--- config.mk ---
export PLATFORM = sky130hd
export DESIGN_NAME = unified_memory_map_decoder
export DESIGN_NICKNAME = d
export VERILOG_FILES = /design/src/unified_map_pkg.sv /design/src/unified_map_classify.sv /design/src/unified_memory_map_decoder.sv
export SDC_FILE = /design/constraint.sdc
export NUM_CORES = 2
export LEC_CHECK = 0
export BUFFER_PORTS_ARGS = -buffer_cell sky130_fd_sc_hd__buf_2
export CAP_MARGIN = 40
export CORE_MARGIN = 4
export CORE_UTILIZATION = 36
export DETAILED_ROUTE_END_ITERATION = 8
export SYNTH_ARGS = -nofsm -noshare
export SYNTH_HDL_FRONTEND = slang
export SYNTH_SLANG_ARGS = --single-unit
export TNS_END_PERCENT = 10
--- constraint.sdc ---
create_clock -name core_clk_i -period 17.1 [get_ports core_clk_i]
set_clock_uncertainty 0.05 [all_clocks]
set_input_delay 0 -clock core_clk_i [delete_from_list [all_inputs] [get_ports core_clk_i]]
set_output_delay 0 -clock core_clk_i [all_outputs]
set_load 0.03 [all_outputs]
--- src/unified_map_pkg.sv ---
// constants, types and helpers of the unified memory map decoder
// Overview of operation
// - code space is 16 bits wide and read only; fetches decode through it
// - data space: lower half direct or indirect, upper half indirect only
// - external data access to a block behind the decoder blocks instruction prefetch while it is in progress; idata alias and unmapped accesses do not
// - sfr space uses 7-bit addresses; multiples of eight are bit addressable
// - code and external data spaces decode identically, with ram and sfr aliases
// - external data accesses work across the map but never alter flash
// - flash decodes from zero up to 0x1fff, 0x3fff or 0x7fff per variant
// - sram of 1, 2 or 4 kb decodes from 0xf000
// - 32 kb variant drops 0xfda2 to 0xfeff on entering the two deepest sleeps
// - 0xff00 to 0xffff is the same storage as the 256-byte data space
// - 0xdf00 to 0xdf3d goes to the radio register block
// - 0xdf40 to 0xdf48 goes to the serial-audio register block
// - 0xdf80 to 0xdfff reaches the sfrs except those inside the core
// - 0xde00 to 0xde3f goes to usb only on the usb variant
// - fetches aimed at sram return sram contents, so code runs from sram
// - dma reaches every memory and register block except the core-internal sfrs through the external data map
// - core-internal sfrs are reachable only through sfr space, never the map
// - sram beyond the fitted size stays unimplemented
`default_nettype none
package unified_map_pkg;

	////////////////////////////////////////////////////////////////////////////////
	localparam logic [1:0] SPACE_CODE = 2'h0;
	localparam logic [1:0] SPACE_XDATA = 2'h1;
	localparam logic [1:0] SPACE_DATA = 2'h2;
	localparam logic [1:0] SPACE_SFR = 2'h3;

	localparam int KB = 1024;
	localparam int VOLATILE_VARIANT_KB = 32;
	localparam int FLASH_PER_RAM = 8;
	localparam int IDATA_BYTES = 256;
	localparam logic [15:0] FLASH_BASE = 16'h0000;
	localparam logic [15:0] SRAM_BASE = 16'hf000;
	localparam logic [15:0] IDATA_BASE = 16'hff00;
	localparam logic [15:0] RADIO_LO = 16'hdf00;
	localparam logic [15:0] RADIO_HI = 16'hdf3d;
	localparam logic [15:0] I2S_LO = 16'hdf40;
	localparam logic [15:0] I2S_HI = 16'hdf48;
	localparam logic [15:0] SFR_LO = 16'hdf80;
	localparam logic [15:0] SFR_HI = 16'hdfff;
	localparam logic [15:0] USB_LO = 16'hde00;
	localparam logic [15:0] USB_HI = 16'hde3f;
	localparam logic [15:0] VOLATILE_LO = 16'hfda2;
	localparam logic [15:0] VOLATILE_HI = 16'hfeff;
	localparam logic [7:0] BIT_DATA_BASE = 8'h20;
	localparam logic [7:0] BYTE_MASK = 8'hff;
	localparam logic [7:0] BIT_ONE = 8'h01;
	localparam logic [7:0] READ_IDLE = 8'h00;
	// plain default: stack pointer, data pointers, psw, accumulator, b
	localparam logic [127:0] CORE_SFR_MASK_DEF = 128'h0001_0001_0001_0000_0000_0000_0004_003e;

	////////////////////////////////////////////////////////////////////////////////
	typedef enum logic [8:0] {
		TGT_NONE = 9'h001,
		TGT_FLASH = 9'h002,
		TGT_SRAM = 9'h004,
		TGT_IDATA = 9'h008,
		TGT_RADIO = 9'h010,
		TGT_I2S = 9'h020,
		TGT_SFR = 9'h040,
		TGT_USB = 9'h080,
		TGT_CORE = 9'h100
	} target_type;

	typedef enum logic [2:0] {
		ST_IDLE = 3'h1,
		ST_LOCAL = 3'h2,
		ST_EXT = 3'h4
	} state_type;

	////////////////////////////////////////////////////////////////////////////////
	function automatic logic in_range(input logic [15:0] a, input logic [15:0] lo,
		input logic [15:0] hi);
		return (a >= lo) && (a <= hi);
	endfunction

	function automatic logic [15:0] flash_end(input int flash_kb);
		return 16'(flash_kb * KB - 1);
	endfunction

	// the top 256 bytes of the ram are the data space itself
	function automatic logic [15:0] sram_end(input int flash_kb);
		return 16'(int'(SRAM_BASE) + (flash_kb / FLASH_PER_RAM) * KB - IDATA_BYTES - 1);
	endfunction

endpackage
`default_nettype wire

--- src/unified_map_classify.sv ---
// address classifier of the unified code / external data map
`timescale 1ns/1ps
`default_nettype none
module unified_map_classify #(
	parameter int FLASH_KB = 32,
	parameter bit USB_PRESENT = 1'b1,
	parameter logic [127:0] CORE_SFR_MASK = unified_map_pkg::CORE_SFR_MASK_DEF
) (
	input wire logic [15:0] addr_i,
	output unified_map_pkg::target_type target_o,
	output logic [15:0] offset_o
);

	localparam logic [15:0] FLASH_END = unified_map_pkg::flash_end(FLASH_KB);
	localparam logic [15:0] SRAM_END = unified_map_pkg::sram_end(FLASH_KB);

	always_comb begin
		target_o = unified_map_pkg::TGT_NONE;
		offset_o = '0;
		if (addr_i <= FLASH_END) begin
			target_o = unified_map_pkg::TGT_FLASH;
			offset_o = addr_i - unified_map_pkg::FLASH_BASE;
		end else if (unified_map_pkg::in_range(addr_i, unified_map_pkg::SRAM_BASE, SRAM_END)) begin
			// holes above the fitted ram fall through to no target
			target_o = unified_map_pkg::TGT_SRAM;
			offset_o = addr_i - unified_map_pkg::SRAM_BASE;
		end else if (addr_i >= unified_map_pkg::IDATA_BASE) begin
			target_o = unified_map_pkg::TGT_IDATA;
			offset_o = {8'h00, addr_i[7:0]};
		end else if (unified_map_pkg::in_range(addr_i, unified_map_pkg::RADIO_LO,
			unified_map_pkg::RADIO_HI)) begin
			target_o = unified_map_pkg::TGT_RADIO;
			offset_o = addr_i - unified_map_pkg::RADIO_LO;
		end else if (unified_map_pkg::in_range(addr_i, unified_map_pkg::I2S_LO,
			unified_map_pkg::I2S_HI)) begin
			target_o = unified_map_pkg::TGT_I2S;
			offset_o = addr_i - unified_map_pkg::I2S_LO;
		end else if (unified_map_pkg::in_range(addr_i, unified_map_pkg::SFR_LO,
			unified_map_pkg::SFR_HI)) begin
			// core-internal registers have no alias here
			if (!CORE_SFR_MASK[addr_i[6:0]]) begin
				target_o = unified_map_pkg::TGT_SFR;
				offset_o = {9'h000, addr_i[6:0]};
			end
		end else if (USB_PRESENT && unified_map_pkg::in_range(addr_i, unified_map_pkg::USB_LO,
			unified_map_pkg::USB_HI)) begin
			target_o = unified_map_pkg::TGT_USB;
			offset_o = addr_i - unified_map_pkg::USB_LO;
		end
	end

endmodule
`default_nettype wire

--- src/unified_memory_map_decoder.sv ---
// unified memory map decoder with the internal data ram
`timescale 1ns/1ps
`default_nettype none
module unified_memory_map_decoder #(
	parameter int FLASH_KB = 32,
	parameter bit USB_PRESENT = 1'b1,
	parameter logic [127:0] CORE_SFR_MASK = unified_map_pkg::CORE_SFR_MASK_DEF
) (
	input wire logic core_clk_i,
	input wire logic rst_n_i,
	input wire logic req_valid_i,
	input wire logic [1:0] req_space_i,
	input wire logic [15:0] req_addr_i,
	input wire logic req_write_i,
	input wire logic req_direct_i,
	input wire logic req_bit_i,
	input wire logic [7:0] req_wdata_i,
	output logic req_ready_o,
	output logic rsp_valid_o,
	output logic [7:0] rsp_rdata_o,
	output logic rsp_err_o,
	output logic fetch_stall_o,
	output logic sel_flash_o,
	output logic sel_sram_o,
	output logic sel_radio_o,
	output logic sel_i2s_o,
	output logic sel_sfr_o,
	output logic sel_usb_o,
	output logic sel_core_o,
	output logic [15:0] tgt_offset_o,
	output logic tgt_write_o,
	output logic [7:0] tgt_wdata_o,
	output logic [7:0] tgt_mask_o,
	input wire logic tgt_ack_i,
	input wire logic [7:0] tgt_rdata_i,
	input wire logic sleep_mode_second_deepest_i,
	input wire logic sleep_mode_deepest_i,
	output logic sram_power_down_o
);

	localparam logic [15:0] FLASH_END = unified_map_pkg::flash_end(FLASH_KB);
	localparam logic [15:0] SRAM_END = unified_map_pkg::sram_end(FLASH_KB);
	localparam bit HAS_VOLATILE = (FLASH_KB == unified_map_pkg::VOLATILE_VARIANT_KB);

	////////////////////////////////////////////////////////////////////////////////
	function automatic unified_map_pkg::target_type sfr_target(input logic [6:0] a);
		return CORE_SFR_MASK[a] ? unified_map_pkg::TGT_CORE : unified_map_pkg::TGT_SFR;
	endfunction

	function automatic logic is_external(input unified_map_pkg::target_type t);
		return (t != unified_map_pkg::TGT_NONE) && (t != unified_map_pkg::TGT_IDATA);
	endfunction

	////////////////////////////////////////////////////////////////////////////////
	unified_map_pkg::target_type map_target;
	unified_map_pkg::target_type next_target;
	unified_map_pkg::target_type cur_target;
	unified_map_pkg::state_type state;
	logic [15:0] map_offset;
	logic [15:0] next_offset;
	logic [7:0] next_mask;
	logic [7:0] idata_mem [unified_map_pkg::IDATA_BYTES];
	logic [7:0] idata_rd;
	logic take;

	assign take = req_valid_i && req_ready_o;

	unified_map_classify #(
		.FLASH_KB(FLASH_KB),
		.USB_PRESENT(USB_PRESENT),
		.CORE_SFR_MASK(CORE_SFR_MASK)
	) u_classify (
		.addr_i(req_addr_i),
		.target_o(map_target),
		.offset_o(map_offset)
	);

	////////////////////////////////////////////////////////////////////////////////
	// per-space decode; one target code, so never two selects
	always_comb begin
		next_target = unified_map_pkg::TGT_NONE;
		next_offset = '0;
		next_mask = unified_map_pkg::BYTE_MASK;
		unique case (req_space_i)
			unified_map_pkg::SPACE_CODE: begin
				// shares the external data decode, so sram fetches work
				if (!req_write_i) begin
					next_target = map_target;
					next_offset = map_offset;
				end
			end
			unified_map_pkg::SPACE_XDATA: begin
				// the whole map, which is how dma reaches every block but the core-internal sfrs
				next_target = map_target;
				next_offset = map_offset;
				if (req_write_i && map_target == unified_map_pkg::TGT_FLASH) begin
					next_target = unified_map_pkg::TGT_NONE;
				end
			end
			unified_map_pkg::SPACE_DATA: begin
				if (req_direct_i && req_addr_i[7]) begin
					// direct upper half lands in sfr space
					next_target = sfr_target(req_addr_i[6:0]);
					next_offset = {9'h000, req_addr_i[6:0]};
				end else begin
					next_target = unified_map_pkg::TGT_IDATA;
					next_offset = {8'h00, req_addr_i[7:0]};
				end
			end
			unified_map_pkg::SPACE_SFR: begin
				if (req_bit_i) begin
					next_mask = unified_map_pkg::BIT_ONE << req_addr_i[2:0];
					if (req_addr_i[7]) begin
						next_target = sfr_target({req_addr_i[6:3], 3'b000});
						next_offset = {9'h000, req_addr_i[6:3], 3'b000};
					end else begin
						next_target = unified_map_pkg::TGT_IDATA;
						next_offset = {8'h00, unified_map_pkg::BIT_DATA_BASE + {4'h0, req_addr_i[6:3]}};
					end
				end else begin
					next_target = sfr_target(req_addr_i[6:0]);
					next_offset = {9'h000, req_addr_i[6:0]};
				end
			end
		endcase
	end

	////////////////////////////////////////////////////////////////////////////////
	// sequencing: one access outstanding at a time
	always_ff @(posedge core_clk_i) begin
		if (!rst_n_i) begin
			state <= unified_map_pkg::ST_IDLE;
		end else begin
			unique case (state)
				unified_map_pkg::ST_IDLE: begin
					if (take) begin
						state <= is_external(next_target) ? unified_map_pkg::ST_EXT
							: unified_map_pkg::ST_LOCAL;
					end
				end
				unified_map_pkg::ST_LOCAL: begin
					state <= unified_map_pkg::ST_IDLE;
				end
				unified_map_pkg::ST_EXT: begin
					if (tgt_ack_i) begin
						state <= unified_map_pkg::ST_IDLE;
					end
				end
			endcase
		end
	end

	always_ff @(posedge core_clk_i) begin
		if (!rst_n_i) begin
			req_ready_o <= 1'b1;
		end else if (take) begin
			req_ready_o <= 1'b0;
		end else if (state == unified_map_pkg::ST_LOCAL ||
			(state == unified_map_pkg::ST_EXT && tgt_ack_i)) begin
			req_ready_o <= 1'b1;
		end
	end

	////////////////////////////////////////////////////////////////////////////////
	// target strobes, one cycle wide
	always_ff @(posedge core_clk_i) begin
		if (!rst_n_i) begin
			sel_flash_o <= 1'b0;
			sel_sram_o <= 1'b0;
			sel_radio_o <= 1'b0;
			sel_i2s_o <= 1'b0;
			sel_sfr_o <= 1'b0;
			sel_usb_o <= 1'b0;
			sel_core_o <= 1'b0;
			tgt_write_o <= 1'b0;
		end else begin
			sel_flash_o <= take && next_target == unified_map_pkg::TGT_FLASH;
			sel_sram_o <= take && next_target == unified_map_pkg::TGT_SRAM;
			sel_radio_o <= take && next_target == unified_map_pkg::TGT_RADIO;
			sel_i2s_o <= take && next_target == unified_map_pkg::TGT_I2S;
			sel_sfr_o <= take && next_target == unified_map_pkg::TGT_SFR;
			sel_usb_o <= take && next_target == unified_map_pkg::TGT_USB;
			sel_core_o <= take && next_target == unified_map_pkg::TGT_CORE;
			tgt_write_o <= take && req_write_i && is_external(next_target);
		end
	end

	// held until the next accepted request
	always_ff @(posedge core_clk_i) begin
		if (!rst_n_i) begin
			cur_target <= unified_map_pkg::TGT_NONE;
			tgt_offset_o <= '0;
			tgt_wdata_o <= '0;
			tgt_mask_o <= unified_map_pkg::BYTE_MASK;
		end else if (take) begin
			cur_target <= next_target;
			tgt_offset_o <= next_offset;
			tgt_wdata_o <= req_wdata_i;
			tgt_mask_o <= next_mask;
		end
	end

	////////////////////////////////////////////////////////////////////////////////
	// one array serves both the data space and its alias at the top of the map
	always_ff @(posedge core_clk_i) begin
		if (take && next_target == unified_map_pkg::TGT_IDATA) begin
			if (req_write_i) begin
				idata_mem[next_offset[7:0]] <= (idata_mem[next_offset[7:0]] & ~next_mask) |
					(req_wdata_i & next_mask);
			end
			idata_rd <= idata_mem[next_offset[7:0]];
		end
	end

	////////////////////////////////////////////////////////////////////////////////
	// unmapped reads answer zero with an error; content is not to be relied on
	always_ff @(posedge core_clk_i) begin
		if (!rst_n_i) begin
			rsp_valid_o <= 1'b0;
			rsp_rdata_o <= unified_map_pkg::READ_IDLE;
			rsp_err_o <= 1'b0;
		end else begin
			rsp_valid_o <= (state == unified_map_pkg::ST_LOCAL) ||
				(state == unified_map_pkg::ST_EXT && tgt_ack_i);
			rsp_err_o <= (state == unified_map_pkg::ST_LOCAL) &&
				(cur_target == unified_map_pkg::TGT_NONE);
			if (state == unified_map_pkg::ST_LOCAL) begin
				rsp_rdata_o <= (cur_target == unified_map_pkg::TGT_IDATA) ? idata_rd
					: unified_map_pkg::READ_IDLE;
			end else if (state == unified_map_pkg::ST_EXT && tgt_ack_i) begin
				rsp_rdata_o <= tgt_rdata_i;
			end
		end
	end

	// shared fetch bus is busy for the whole external data access to a block behind the decoder
	always_ff @(posedge core_clk_i) begin
		if (!rst_n_i) begin
			fetch_stall_o <= 1'b0;
		end else if (take && req_space_i == unified_map_pkg::SPACE_XDATA &&
			is_external(next_target)) begin
			fetch_stall_o <= 1'b1;
		end else if (state == unified_map_pkg::ST_EXT && tgt_ack_i) begin
			fetch_stall_o <= 1'b0;
		end
	end

	// ram macro drops the volatile window when a deep sleep is entered
	always_ff @(posedge core_clk_i) begin
		if (!rst_n_i) begin
			sram_power_down_o <= 1'b0;
		end else begin
			sram_power_down_o <= HAS_VOLATILE &&
				(sleep_mode_second_deepest_i || sleep_mode_deepest_i);
		end
	end

	////////////////////////////////////////////////////////////////////////////////
	property p_one_select;
		@(posedge core_clk_i) disable iff (!rst_n_i)
		$onehot0({sel_flash_o, sel_sram_o, sel_radio_o, sel_i2s_o, sel_sfr_o, sel_usb_o,
			sel_core_o});
	endproperty
	a_one_select: assert property (p_one_select) else $error("two targets selected");

	property p_code_write_refused;
		@(posedge core_clk_i) disable iff (!rst_n_i)
		take && req_space_i == unified_map_pkg::SPACE_CODE && req_write_i
			|=> !tgt_write_o ##1 rsp_valid_o && rsp_err_o;
	endproperty
	a_code_write_refused: assert property (p_code_write_refused) else $error("code write taken");

	property p_flash_not_written;
		@(posedge core_clk_i) disable iff (!rst_n_i)
		sel_flash_o |-> !tgt_write_o && tgt_offset_o <= FLASH_END;
	endproperty
	a_flash_not_written: assert property (p_flash_not_written) else $error("flash write");

	property p_sram_window;
		@(posedge core_clk_i) disable iff (!rst_n_i)
		take && req_space_i != unified_map_pkg::SPACE_DATA && req_space_i !=
			unified_map_pkg::SPACE_SFR && !req_write_i &&
			unified_map_pkg::in_range(req_addr_i, unified_map_pkg::SRAM_BASE, SRAM_END)
			|=> sel_sram_o && tgt_offset_o == $past(req_addr_i) - unified_map_pkg::SRAM_BASE;
	endproperty
	a_sram_window: assert property (p_sram_window) else $error("sram not selected");

	property p_sram_hole;
		@(posedge core_clk_i) disable iff (!rst_n_i)
		take && req_space_i == unified_map_pkg::SPACE_XDATA && req_addr_i > SRAM_END &&
			req_addr_i < unified_map_pkg::IDATA_BASE
			|=> !sel_sram_o ##1 rsp_valid_o && rsp_err_o;
	endproperty
	a_sram_hole: assert property (p_sram_hole) else $error("hole decoded");

	property p_idata_alias;
		@(posedge core_clk_i) disable iff (!rst_n_i)
		take && req_space_i == unified_map_pkg::SPACE_XDATA &&
			req_addr_i >= unified_map_pkg::IDATA_BASE
			|=> tgt_offset_o == {8'h00, $past(req_addr_i[7:0])} ##1 rsp_valid_o && !rsp_err_o;
	endproperty
	a_idata_alias: assert property (p_idata_alias) else $error("alias missed");

	property p_radio;
		@(posedge core_clk_i) disable iff (!rst_n_i)
		take && req_space_i == unified_map_pkg::SPACE_XDATA &&
			unified_map_pkg::in_range(req_addr_i, unified_map_pkg::RADIO_LO, unified_map_pkg::RADIO_HI)
			|=> sel_radio_o;
	endproperty
	a_radio: assert property (p_radio) else $error("radio not selected");

	property p_i2s;
		@(posedge core_clk_i) disable iff (!rst_n_i)
		take && req_space_i == unified_map_pkg::SPACE_XDATA &&
			unified_map_pkg::in_range(req_addr_i, unified_map_pkg::I2S_LO, unified_map_pkg::I2S_HI)
			|=> sel_i2s_o;
	endproperty
	a_i2s: assert property (p_i2s) else $error("audio block not selected");

	property p_usb;
		@(posedge core_clk_i) disable iff (!rst_n_i)
		take && req_space_i == unified_map_pkg::SPACE_XDATA &&
			unified_map_pkg::in_range(req_addr_i, unified_map_pkg::USB_LO, unified_map_pkg::USB_HI)
			|=> sel_usb_o == USB_PRESENT;
	endproperty
	a_usb: assert property (p_usb) else $error("usb decode wrong");

	property p_core_hidden;
		@(posedge core_clk_i) disable iff (!rst_n_i)
		take && req_space_i == unified_map_pkg::SPACE_XDATA && req_addr_i >= unified_map_pkg::SFR_LO
			&& req_addr_i < unified_map_pkg::SRAM_BASE && CORE_SFR_MASK[req_addr_i[6:0]]
			|=> !sel_sfr_o && !sel_core_o ##1 rsp_err_o;
	endproperty
	a_core_hidden: assert property (p_core_hidden) else $error("core sfr aliased");

	property p_direct_upper;
		@(posedge core_clk_i) disable iff (!rst_n_i)
		take && req_space_i == unified_map_pkg::SPACE_DATA && req_direct_i && req_addr_i[7]
			|=> sel_sfr_o || sel_core_o;
	endproperty
	a_direct_upper: assert property (p_direct_upper) else $error("direct upper hit ram");

	property p_bit_mask;
		@(posedge core_clk_i) disable iff (!rst_n_i)
		take && req_space_i == unified_map_pkg::SPACE_SFR && req_bit_i
			|=> tgt_mask_o == (unified_map_pkg::BIT_ONE << $past(req_addr_i[2:0])) &&
			tgt_offset_o[2:0] == ($past(req_addr_i[7]) ? 3'b000 : $past(req_addr_i[5:3]));
	endproperty
	a_bit_mask: assert property (p_bit_mask) else $error("bad bit mask");

	property p_stall;
		@(posedge core_clk_i) disable iff (!rst_n_i)
		fetch_stall_o && !tgt_ack_i |=> fetch_stall_o && !req_ready_o;
	endproperty
	a_stall: assert property (p_stall) else $error("stall dropped early");

	property p_sleep_drop;
		@(posedge core_clk_i) disable iff (!rst_n_i)
		(sleep_mode_second_deepest_i || sleep_mode_deepest_i) |=> sram_power_down_o == HAS_VOLATILE;
	endproperty
	a_sleep_drop: assert property (p_sleep_drop) else $error("volatile window kept");

endmodule
`default_nettype wire

==> results.yml <==
run_status:
  status: "completed"
pwr:
  power_switching_mw: 2.64
  power_frac_seq: 0.518
  vdd_drop_max_uv: 107
  clkPwrFrac: 0.395
  design_power_total_mw: 11.2
  cellPowerDensity_nw_per_um2: 119
  p_leak_nw: 29.1
  internal_power_mw: 8.53
  p_comb_frac: 0.087
  switching_share: 0.236
sta:
  min_period_ns: 8.18
  max_freq_mhz: 122
  rsz0062_at_grt: "false"
  worst_pin_slew_ns: 1.41
  maxSlewViolCount: 0
  min_period_over_period: 0.478
  setup_viol: 0
  finalSetupTns_ns: 0
  relSlewSlack: 0.0583
  hold_violations: 0
placed_design:
  gp_congestion: 0.869
  dp_hpwl_mm: 152
  portBuffers: 95
clocking:
  clk_latency_ns: 0.86
  cts-buffers-inserted: 205
  h-tree-depth: 4
  cts.root.buffer_cell: "clkbuf_16"
  cts_setup_buffers: 0
  cts_tree: "done"
  clockBufferDepth: 3
  clk_transition_reported_paths_ns: 0.06
  cts.sinks: 2121
floorplanning:
  start_util: 0.362
  chipWidth_um: 481
  ioPinCount: 96
  rows: 173
  core-area_um2: 222000
  die_y_um: 481
  dieArea_um2: 231000
synthesis:
  synthArstFlopShare: 0
  netlist-cell-type-count: 75
  syn_avg_cell_area_um2: 16.1
  synthCells: 4998
  yosysWarnings: 0
  yosysSeqAreaShare: 0.784
  synth_edf_count: 2056
  syn_nets: 5050
  syn_area_um2: 80400
  synth_seq_cells: 2121
  ys.flop_type: "edfxtp_1"
drt:
  wirelength_mm: 253
  drt-pass1-iter-count: 8
  wl_per_cell_um: 30.0
  drtIter0Drc: 8074
  remaining_drc_errors: 0
  vias: 50926
  vias_per_cell: 6.03
  final_antenna_net_count: 0
worst_setup_path:
  end_kind: "register"
  cp.required_ns: 17.55
  crit_arrival_ns: 8.63
  critical_path_class: "input port to register"
  start_kind: "input port"
  r2r_slack_ns: 12.38
  cp_max_fo: 74
grt:
  grtUsageTotal: 0.213
  grt_pass1_vias: 48695
  grt_pass1_wl_mm: 361
  grt_max_degree: 225
  antenna_found_initial: 9
  overflow: 0
layout:
  final_common_cell: "edfxtp_1"
  drive_gt1_frac: 0.130
  nets: 5348
  most-common-layout-cells: "edfxtp_1, a22oi_1, nand2_1, nor2_1, a21oi_1"
  area_growth_syn_to_layout_pct: 16.2
min_path:
  hp-class: "input port to register"
flow_run:
  drv_cap: 0
## synthesized netlist by cell type (all sizes together), types with 32 or more instances
master	n	area, µm²
a211oi	32	240
a22oi	383	2880
a22o	145	1270
nand3	58	290
a21oi	265	1330
clkbuf	257	965
buf	111	498
edfxtp	2056	61700
a21o	33	248
o21ai	46	230
a222oi	238	2380
a221oi	86	753
nand2	389	1460
nor2	368	1380
a31oi	68	425
nor3	32	160
dfxtp	65	1300
## cell families (layout without fill, tap and decap cells)
family / after synthesis / count (layout) / share of synthesized area
DFF: 2121 / 2121 / 0.784
AOI/OAI and AO/OA: 1497 / 1497 / 0.143
and+or+nand+nor: 975 / 975 / 0.0518
buffers and inverters: 384 / 849 / 0.0189
adders and majority gates: 9 / 9 / 0.00140
muxes: 8 / 8 / 0.00110
xor gates and xnor gates: 4 / 4 / 0.000436
other: 0 / 1 / 0
## sequential cells by signal (all words and copies together), names as in the netlist, 3 cells and up
signal and count:
tgt_mask_o 8, rsp_rdata_o 8, tgt_offset_o 16, idata_mem 2048
state 3, cur_target 9, idata_rd 8, tgt_wdata_o 8
## power by group through the flow
stage	logic (mW)	clock network (mW)	registers, mW
2_1_floorplan	0.479	0	5.99
3_3_place_gp	0.907	0	5.90
3_5_place_dp	0.935	0	5.90
4_1_cts	0.954	4.44	5.79
5_1_grt	1.02	4.67	5.78
6_report	0.973	4.40	5.79
## worst max-delay path, cell delays in order
cell and delay, ns:
dlygate4sd3_1 0.54, buf_2 0.20, inv_1 0.19, ha_1 0.22, nand3_1 0.14, nor2_1 0.21
nand4b_1 0.55, nand3_1 0.45, a2111o_2 0.21, buf_4 0.47, mux2_2 0.47, nor4_4 0.15
buf_4 0.57, buf_4 0.56, buf_4 0.55, nand2_1 0.09, and3_1 0.24, a31oi_1 0.57
nor4_1 0.28, and4b_1 0.31, a31oi_4 0.52, buf_16 0.23, buf_4 0.65
## final cells by class
class	instances	area, µm²
clock buffer	266	5510
sequential	2121	63000
antenna	1	2.50
clock inverter	108	948
fill	19596	129000
timing repair buffer	459	3930
tap	2975	3720
inverter	16	60.1
multi-input combinational	2493	16200
## metal layers
| metal | vias to the layer above | share of wire | global-route usage |
|---|---|---|---|
| li1 | 21138 | - | - |
| met1 | 25975 | 0.38 | 0.290 |
| met2 | 3331 | 0.46 | 0.331 |
| met3 | 478 | 0.11 | 0.0492 |
| met4 | 4 | 0.043 | 0.0872 |
| met5 | - | 0.00011 | 0 |
## timing repair
action | CTS | global route
endpoints found under the hold margin | 116 | 0
hold buffers | 93 | 0
gates resized for setup | 0 | 0
## path summary, 6_finish.rpt
path / from / cells after the start / endpoint
setup / recovery: req_addr_i[13] / 23 / idata_mem[218][5]$_DFFE_PP_
hold / removal: tgt_rdata_i[6] / 6 / rsp_rdata_o[6]$_SDFFE_PN0P_
hold reg to reg: cur_target[3]$_SDFFE_PN0P_ / 1 / rsp_err_o$_SDFF_PN0_
setup reg to reg: req_ready_o$_SDFFE_PN1P_ / 8 / idata_mem[195][6]$_DFFE_PP_
## stage by stage
stage,hold WS [ns],cells,instance area [µm²],setup slack (ns),utilization
after CTS,0.00131,8429,93400,9.17,0.420
after global placement,0.163,7825,84600,8.46,0.381
after detailed placement,0.166,7962,86000,8.86,0.387
after floorplan,0.0658,4998,80400,3.88,-
final,0.0606,8439,93400,8.92,0.420
after global routing,0.0739,8439,93400,8.64,0.420
No activity file was read; power rests on OpenSTA's default activity.
